==> src/rtl/gtb_params.svh <==
`ifndef GTB_PARAMS_SVH
`define GTB_PARAMS_SVH

// ----------------------------------------------------------------
// register addresses
// ----------------------------------------------------------------
`define GTB_CTRL_ADDR    16'hff48
`define GTB_AUXCTL_ADDR  16'hff46
`define GTB_AUX_ADDR     16'hfe46
`define GTB_CORE_ADDR    16'hfe48
`define GTB_CAPTURE_RELOAD_REG_ADDR  16'hfe4a

// ----------------------------------------------------------------
// reset values and writable bits
// ----------------------------------------------------------------
`define GTB_CTRL_RST     16'h0000
`define GTB_AUXCTL_RST   16'h0000
`define GTB_CNT_RST      16'h0000
`define GTB_CTRL_WMASK   16'hdfff
`define GTB_AUXCTL_WMASK 16'h3fff
`define GTB_OTL_BIT      10

// ----------------------------------------------------------------
// block prescaler terminal counts (divide minus one)
// ----------------------------------------------------------------
`define GTB_DIV_SEL00    4'h3
`define GTB_DIV_SEL01    4'h1
`define GTB_DIV_SEL10    4'hf
`define GTB_DIV_SEL11    4'h7

`endif

==> src/rtl/gtb_pkg.sv <==
package gtb_pkg;

  typedef enum logic [2:0] {
    MODE_TIMER   = 3'b000,
    MODE_COUNTER = 3'b001,
    MODE_GATE_LO = 3'b010,
    MODE_GATE_HI = 3'b011
  } gtb_mode_t;

  typedef enum logic [1:0] {
    CAP_RISE  = 2'b00,
    CAP_FALL  = 2'b01,
    CAP_BOTH  = 2'b10,
    CAP_FIRST = 2'b11
  } gtb_cap_src_t;

  typedef struct packed {
    logic       reload_enable;
    logic       clear_on_capture;
    logic       rsvd;
    logic [1:0] block_prescaler_sel;
    logic       overflow_toggle_latch;
    logic       toggle_output_enable;
    logic       ext_direction_enable;
    logic       sw_direction;
    logic       run_bit;
    logic [2:0] mode_field;
    logic [2:0] input_select_field;
  } gtb_core_ctrl_t;

  typedef struct packed {
    logic [1:0] rsvd;
    logic       aux_clear_on_capture;
    logic       capture_enable;
    logic [1:0] capture_src;
    logic       chain;
    logic       ext_direction_enable;
    logic       sw_direction;
    logic       run_bit;
    logic [2:0] mode_field;
    logic [2:0] input_select_field;
  } gtb_aux_ctrl_t;

  typedef struct packed {
    logic first_block_dir_input;
    logic first_block_count_input;
    logic capture_input_pin;
    logic aux_dir;
    logic aux_pin;
    logic core_dir;
    logic core_pin;
  } gtb_pins_t;

endpackage

==> src/rtl/gtb_prescaler.sv <==
`include "gtb_params.svh"

module gtb_prescaler (
  input  wire logic       clk_i,    // module clock
  input  wire logic       rstn_i,   // sync reset, active low
  input  wire logic [1:0] sel_i,    // block prescaler select
  output logic            tick_o,   // basic clock enable pulse
  output logic [7:0]      phase_o   // basic ticks, free running
);

  logic [3:0] div;
  logic [3:0] limit;

  // non-linear select encoding
  always_comb begin
    case (sel_i)
      2'b00:   limit = `GTB_DIV_SEL00;
      2'b01:   limit = `GTB_DIV_SEL01;
      2'b10:   limit = `GTB_DIV_SEL10;
      default: limit = `GTB_DIV_SEL11;
    endcase
  end

  // >= so a select change never overshoots a full wrap
  always_ff @(posedge clk_i) begin
    if (!rstn_i) begin
      div    <= 4'h0;
      tick_o <= 1'b0;
    end else if (div >= limit) begin
      div    <= 4'h0;
      tick_o <= 1'b1;
    end else begin
      div    <= div + 4'h1;
      tick_o <= 1'b0;
    end
  end

  always_ff @(posedge clk_i) begin
    if (!rstn_i) begin
      phase_o <= 8'h00;
    end else if (tick_o) begin
      phase_o <= phase_o + 8'h01;
    end
  end

endmodule

==> src/rtl/gtb_sampler.sv <==
module gtb_sampler #(
  parameter int W = 7
) (
  input  wire logic         clk_i,   // module clock
  input  wire logic         rstn_i,  // sync reset, active low
  input  wire logic         tick_i,  // sampling enable
  input  wire logic [W-1:0] pins_i,  // raw pin levels
  output logic      [W-1:0] level_o, // sampled level
  output logic      [W-1:0] rise_o,  // rising edge, one cycle
  output logic      [W-1:0] fall_o   // falling edge, one cycle
);

  // two differing samples make an edge, so inputs run at half tick rate
  always_ff @(posedge clk_i) begin
    if (!rstn_i) begin
      level_o <= '0;
      rise_o  <= '0;
      fall_o  <= '0;
    end else if (tick_i) begin
      level_o <= pins_i;
      rise_o  <= pins_i & ~level_o;
      fall_o  <= ~pins_i & level_o;
    end else begin
      rise_o  <= '0;
      fall_o  <= '0;
    end
  end

endmodule

==> src/rtl/gtb_core.sv <==
// Operation
// - each timer runs as free timer, gated timer, or external counter
// - both timers count up or down, by software or direction pin
// - timer pin gates in gated mode, gives count edges in counter mode
// - core wrap toggles the latch, latch may drive an output pin
// - auxiliary timer may count toggle latch transitions
// - capture register captures auxiliary or reloads core, or both
// - capture from capture pin or first block count/direction lines
// - core reload from capture register happens on core wrap
// - core wrap event is given out for capture/compare timers
// - cpu write in same cycle beats count, reload or capture
// - core count is live, readable and writable by cpu
// - control bit 15 enables core reload
// - control bit 14 clears core on capture
// - bits 12:11 divide module clock by 4, 2, 16 or 8
// - control bit 10 toggles on core wrap, software writable
// - control bit 9 drives latch on output pin, else high
// - control bit 8 lets direction pin steer the core
// - control bit 7 chooses software direction, 1 is down
// - run bit starts and stops, gated mode also needs gate
// - mode 000 timer, 001 counter, 010 gate low, 011 gate high
// - direction pin high counts down, software bit inverts it
`include "gtb_params.svh"

module gtb_core (
  input  wire logic             clk_i,     // module clock, 10 MHz
  input  wire logic             rstn_i,    // sync reset, active low
  input  wire logic [15:0]      addr_i,    // register address
  input  wire logic             wr_i,      // write strobe
  input  wire logic             rd_i,      // read strobe
  input  wire logic [15:0]      wdata_i,   // write data
  output logic      [15:0]      rdata_o,   // read data, next cycle
  input  wire gtb_pkg::gtb_pins_t pins_i,  // external inputs
  output logic                  toggle_output_pin_o, // latch or high
  output logic                  core_ofl_o // core wrap pulse
);

  // ----------------------------------------------------------------
  // state
  // ----------------------------------------------------------------
  gtb_pkg::gtb_core_ctrl_t ctrl;
  gtb_pkg::gtb_aux_ctrl_t  actl;
  logic [15:0] core_timer;
  logic [15:0] aux_timer;
  logic [15:0] capture_reload_reg;
  logic        shadow;
  logic        tick;
  logic [7:0]  phase;
  gtb_pkg::gtb_pins_t lvl;
  gtb_pkg::gtb_pins_t rise;
  gtb_pkg::gtb_pins_t fall;
  logic        wr_ctrl, wr_actl, wr_core, wr_aux, wr_cap;
  logic        core_dn, aux_dn, core_evt, aux_evt, chain_evt;
  logic        core_wrap, aux_wrap, core_ofl, cap_evt, cap_clr;
  logic [15:0] core_nx, aux_nx;

  // ----------------------------------------------------------------
  // helpers
  // ----------------------------------------------------------------
  function automatic logic [16:0] gtb_step(input logic [15:0] c,
                                           input logic dn);
    if (dn) begin
      return {c == 16'h0000, c - 16'h0001};
    end
    return {c == 16'hffff, c + 16'h0001};
  endfunction

  function automatic logic gtb_evt(input logic [2:0] m,
                                   input logic [2:0] isel,
                                   input logic [7:0] ph,
                                   input logic t,
                                   input logic lv,
                                   input logic r,
                                   input logic f);
    logic pre;
    pre = t && ((ph & ((8'h01 << isel) - 8'h01)) == 8'h00);
    case (m)
      gtb_pkg::MODE_TIMER:   return pre;
      gtb_pkg::MODE_GATE_LO: return pre && !lv;
      gtb_pkg::MODE_GATE_HI: return pre && lv;
      gtb_pkg::MODE_COUNTER: return (isel[0] && r) || (isel[1] && f);
      default:               return 1'b0;
    endcase
  endfunction

  function automatic logic gtb_dir(input logic ude,
                                   input logic ud,
                                   input logic pin);
    return ude ? (pin ^ ud) : ud;
  endfunction

  // ----------------------------------------------------------------
  // clocking and input sampling
  // ----------------------------------------------------------------
  gtb_prescaler u_pre (
    .clk_i   (clk_i),
    .rstn_i  (rstn_i),
    .sel_i   (ctrl.block_prescaler_sel),
    .tick_o  (tick),
    .phase_o (phase)
  );

  gtb_sampler #(.W(7)) u_smp (
    .clk_i   (clk_i),
    .rstn_i  (rstn_i),
    .tick_i  (tick),
    .pins_i  (pins_i),
    .level_o (lvl),
    .rise_o  (rise),
    .fall_o  (fall)
  );

  // ----------------------------------------------------------------
  // register decode
  // ----------------------------------------------------------------
  assign wr_ctrl = wr_i && (addr_i == `GTB_CTRL_ADDR);
  assign wr_actl = wr_i && (addr_i == `GTB_AUXCTL_ADDR);
  assign wr_core = wr_i && (addr_i == `GTB_CORE_ADDR);
  assign wr_aux  = wr_i && (addr_i == `GTB_AUX_ADDR);
  assign wr_cap  = wr_i && (addr_i == `GTB_CAPTURE_RELOAD_REG_ADDR);

  always_ff @(posedge clk_i) begin
    if (!rstn_i) begin
      rdata_o <= 16'h0000;
    end else if (rd_i) begin
      if (addr_i == `GTB_CTRL_ADDR) begin
        rdata_o <= ctrl;
      end else if (addr_i == `GTB_AUXCTL_ADDR) begin
        rdata_o <= actl;
      end else if (addr_i == `GTB_CORE_ADDR) begin
        rdata_o <= core_timer;
      end else if (addr_i == `GTB_AUX_ADDR) begin
        rdata_o <= aux_timer;
      end else if (addr_i == `GTB_CAPTURE_RELOAD_REG_ADDR) begin
        rdata_o <= capture_reload_reg;
      end else begin
        rdata_o <= 16'h0000;
      end
    end
  end

  // ----------------------------------------------------------------
  // count events
  // ----------------------------------------------------------------
  assign core_dn = gtb_dir(ctrl.ext_direction_enable,
                           ctrl.sw_direction,
                           lvl.core_dir);
  assign aux_dn  = gtb_dir(actl.ext_direction_enable,
                           actl.sw_direction, lvl.aux_dir);

  assign core_evt = ctrl.run_bit &&
                    gtb_evt(ctrl.mode_field, ctrl.input_select_field,
                            phase, tick, lvl.core_pin,
                            rise.core_pin, fall.core_pin);

  // latch and shadow differ for one cycle after a hardware toggle
  assign chain_evt = (actl.input_select_field[0] &&
                      ctrl.overflow_toggle_latch && !shadow) ||
                     (actl.input_select_field[1] &&
                      !ctrl.overflow_toggle_latch && shadow);

  assign aux_evt = actl.run_bit &&
                   ((actl.chain &&
                     actl.mode_field == gtb_pkg::MODE_COUNTER) ?
                    chain_evt :
                    gtb_evt(actl.mode_field, actl.input_select_field,
                            phase, tick, lvl.aux_pin,
                            rise.aux_pin, fall.aux_pin));

  assign {core_wrap, core_nx} = gtb_step(core_timer, core_dn);
  assign {aux_wrap, aux_nx}   = gtb_step(aux_timer, aux_dn);
  assign core_ofl = core_evt && core_wrap;

  always_comb begin
    case (actl.capture_src)
      gtb_pkg::CAP_RISE: cap_evt = rise.capture_input_pin;
      gtb_pkg::CAP_FALL: cap_evt = fall.capture_input_pin;
      gtb_pkg::CAP_BOTH: cap_evt = rise.capture_input_pin ||
                                   fall.capture_input_pin;
      default:           cap_evt = rise.first_block_count_input ||
                                   fall.first_block_count_input ||
                                   rise.first_block_dir_input ||
                                   fall.first_block_dir_input;
    endcase
    cap_evt = cap_evt && actl.capture_enable;
  end
  assign cap_clr = cap_evt && ctrl.clear_on_capture;

  // ----------------------------------------------------------------
  // timers and capture/reload
  // ----------------------------------------------------------------
  always_ff @(posedge clk_i) begin
    if (!rstn_i) begin
      core_timer <= `GTB_CNT_RST;
    end else if (wr_core) begin
      core_timer <= wdata_i;
    end else if (cap_clr) begin
      core_timer <= 16'h0000;
    end else if (core_ofl && ctrl.reload_enable) begin
      core_timer <= capture_reload_reg;
    end else if (core_evt) begin
      core_timer <= core_nx;
    end
  end

  always_ff @(posedge clk_i) begin
    if (!rstn_i) begin
      aux_timer <= `GTB_CNT_RST;
    end else if (wr_aux) begin
      aux_timer <= wdata_i;
    end else if (cap_evt && actl.aux_clear_on_capture) begin
      aux_timer <= 16'h0000;
    end else if (aux_evt) begin
      aux_timer <= aux_nx;
    end
  end

  // capture and reload may use the register in the same cycle
  always_ff @(posedge clk_i) begin
    if (!rstn_i) begin
      capture_reload_reg <= `GTB_CNT_RST;
    end else if (wr_cap) begin
      capture_reload_reg <= wdata_i;
    end else if (cap_evt) begin
      capture_reload_reg <= aux_timer;
    end
  end

  // ----------------------------------------------------------------
  // control registers and toggle latch
  // ----------------------------------------------------------------
  always_ff @(posedge clk_i) begin
    if (!rstn_i) begin
      ctrl <= `GTB_CTRL_RST;
    end else if (wr_ctrl) begin
      ctrl <= wdata_i & `GTB_CTRL_WMASK;
    end else if (core_ofl) begin
      ctrl.overflow_toggle_latch <= !ctrl.overflow_toggle_latch;
    end
  end

  always_ff @(posedge clk_i) begin
    if (!rstn_i) begin
      actl <= `GTB_AUXCTL_RST;
    end else if (wr_actl) begin
      actl <= wdata_i & `GTB_AUXCTL_WMASK;
    end
  end

  // software write moves both latches, so no chain edge is seen
  always_ff @(posedge clk_i) begin
    if (!rstn_i) begin
      shadow <= 1'b0;
    end else if (wr_ctrl) begin
      shadow <= wdata_i[`GTB_OTL_BIT];
    end else begin
      shadow <= ctrl.overflow_toggle_latch;
    end
  end

  always_ff @(posedge clk_i) begin
    if (!rstn_i) begin
      toggle_output_pin_o <= 1'b1;
      core_ofl_o          <= 1'b0;
    end else begin
      toggle_output_pin_o <= !ctrl.toggle_output_enable ||
                             ctrl.overflow_toggle_latch;
      core_ofl_o          <= core_ofl;
    end
  end
endmodule

==> config.mk <==
export PLATFORM = sky130hd
export DESIGN_NAME = gtb_core
export DESIGN_NICKNAME = d
export VERILOG_FILES = /design/src/rtl/gtb_pkg.sv /design/src/rtl/gtb_prescaler.sv /design/src/rtl/gtb_sampler.sv /design/src/rtl/gtb_core.sv
export VERILOG_INCLUDE_DIRS = /design/src /design/src/rtl
export SDC_FILE = /design/constraint.sdc
export NUM_CORES = 1
export LEC_CHECK = 0
export BUFFER_PORTS_ARGS = -buffer_cell sky130_fd_sc_hd__buf_2
export CAP_MARGIN = 40
export CORE_MARGIN = 1
export CORE_UTILIZATION = 45
export CTS_CLUSTER_DIAMETER = 120
export CTS_CLUSTER_SIZE = 10
export DETAILED_ROUTE_END_ITERATION = 8
export GPL_TIMING_DRIVEN = 0
export PLACE_DENSITY_LB_ADDON = 0.2
export SLEW_MARGIN = 25
export SYNTH_ARGS = -nofsm -noshare
export SYNTH_HDL_FRONTEND = slang
export SYNTH_HIERARCHICAL = 1
export SYNTH_SLANG_ARGS = --single-unit
export TNS_END_PERCENT = 100
==> constraint.sdc <==
create_clock -name clk_i -period 8.9 [get_ports clk_i]
set_clock_uncertainty 0.15 [all_clocks]
set_input_delay 0.445 -clock clk_i [delete_from_list [all_inputs] [get_ports clk_i]]
set_output_delay 0.445 -clock clk_i [all_outputs]
set_load 0.005 [all_outputs]
==> metrics.csv <==
metric,value,unit
clock-sinks,125,
fmax,285,MHz
antenna_left,0,
grt_max_degree,20,
place_ws,4960,ps
wirelength,23300,um
min_path_type,input port to flip-flop,
coreArea,0.0159,sq mm
numCtsBuffers,17,
hpwl,17400,um
routed_via_density,6.02,
dieArea,0.0168,sq mm
required,9070,ps
status,finished with violations,
ctsHoldBuffers,0,
drive_gt1_share,14.5,%
post_dp_cell_area,0.00795,sq mm
total_power,1.38,mW
fin_nets,1025,
crit_fanout,6,
synth_nets,940,
max_cap_viol_count,0,
ys.warnings.count,6,
grt_overflow_total,0,
clk_pin_slew,50,ps
powerDensity,160,mW/mm^2
firstDrtPassIters,9,
fillCellCount,1523,
first_global_vias,6476,
grt_setup_unrepaired,false,
critical_path_class,flip-flop to flip-flop,
slew-limit-headroom,50.4,%
cts_tree,done,
crit_path_end_kind,flip-flop,
grt_pass1_wl,36400,um
leakage,3.60,nW
tightest_slew,744,ps
track_usage,28.9,%
whs,63.2,ps
start_util,46.1,%
period_needed,3510,ps
syn_avg_cell_area,8.50,sq um
drc,5,
setup_tns,0,ps
cts_setup_buffers,0,
period_share,39.4,%
finalHoldViolations,0,
gp_routability_congestion,0.923,
cts_resized,0,
grt_antenna_before_repair,0,
clockRootBuffer,clkbuf_16,
num_antenna_cells,0,
io_pins,61,
cp-start-kind,flip-flop,
num_vias,7066,
synth_area,0.00733,sq mm
worst-endpoint-arrival,3670,ps
synthCells,862,
final_area,0.00857,sq mm
setup_slack,5390,ps
drt_iter0_drc,771,
die_h,130,um
slew_viol_final,0,
cts_max_level,4,
setup_violations,0,
syn_to_final_growth,16.9,%
io_buffers,60,
vdd_drop_max,0.115,mV
violations,DRC,
clock_path_buffers,2,
clkLatencyLatePin,430,ps
dieWidth,130,um
wl_per_cell,19.8,um
rows,46,
-- power by group --
part	internal, mW	switching, mW	leakage [nW]
sequential	0.572	0.0112	1.01
clock	0.463	0.249	0.294
combinational	0.0324	0.0478	2.29
total	1.07	0.308	3.60
-- path summary, 6_finish.rpt --
check	slack, ps	to	depth (start not counted)	startpoint
worst max-delay path	5390	aux_timer[15]$_SDFFE_PN0P_	11	actl[8]$_SDFFE_PN0P_
worst min-delay path	60	u_smp/fall_o[2]$_SDFF_PN0_	2	pins_i[2]
worst max register to register	5390	aux_timer[15]$_SDFFE_PN0P_	11	actl[8]$_SDFFE_PN0P_
worst min register to register	290	u_smp/rise_o[6]$_SDFF_PN0_	1	u_smp/level_o[6]$_SDFFE_PN0P_
-- final cells by class --
class	instances	area, sq um	area share (%)
buffer	47	230	2.69
clock buffer	22	484	5.65
clock inverter	7	113	1.31
inverter	14	52.6	0.613
multi-input combinational	676	4570	53.3
sequential	125	2500	29.2
tap	216	270	3.15
timing repair buffer	66	348	4.06
-- metal layers --
| metal | share of wire, % | GRT usage, % |
|---|---|---|
| met4 | 3.3 | 11.9 |
| met1 | 45 | 39.2 |
| met2 | 44 | 45.2 |
| met3 | 7.1 | 5.00 |
| met5 | 0 | 0 |
-- cell usage in the layout, fill, tap and decap left out, types with 11 or more instances in the layout --
cell type	count
mux2i_1	27
xnor2_1	17
ha_1	33
nand2_1	131
dfxtp_1	125
inv_1	14
a21oi_1	48
o21ai_0	74
o211a_1	25
nor2_1	33
nor2b_1	13
nand4_1	11
a21boi_0	33
a31oi_1	20
a22oi_1	23
nor3_1	13
a21o_1	11
a222oi_1	13
clkbuf_16	17
clkbuf_1	31
buf_2	71
-- worst max-delay path, cell delays in order, from the launching register on --
cell and delay, ps:
dfxtp_1 370, nand2_1 110, xnor2_2 310, ha_1 310, a211oi_1 310, o21ai_0 230
a2111oi_2 510, nor4_1 130, a211o_1 310, a311oi_1 380, mux2i_1 220, nand2_1 60
-- per-stage QoR --
stage / util (%) / instances
6_report: 54.0 / 1173
3_3_place_gp: 49.7 / 1138
5_1_grt: 54.0 / 1173
2_1_floorplan: - / 862
4_1_cts: 53.8 / 1170
3_5_place_dp: 50.1 / 1141
Power figures use the tool's default switching activity.
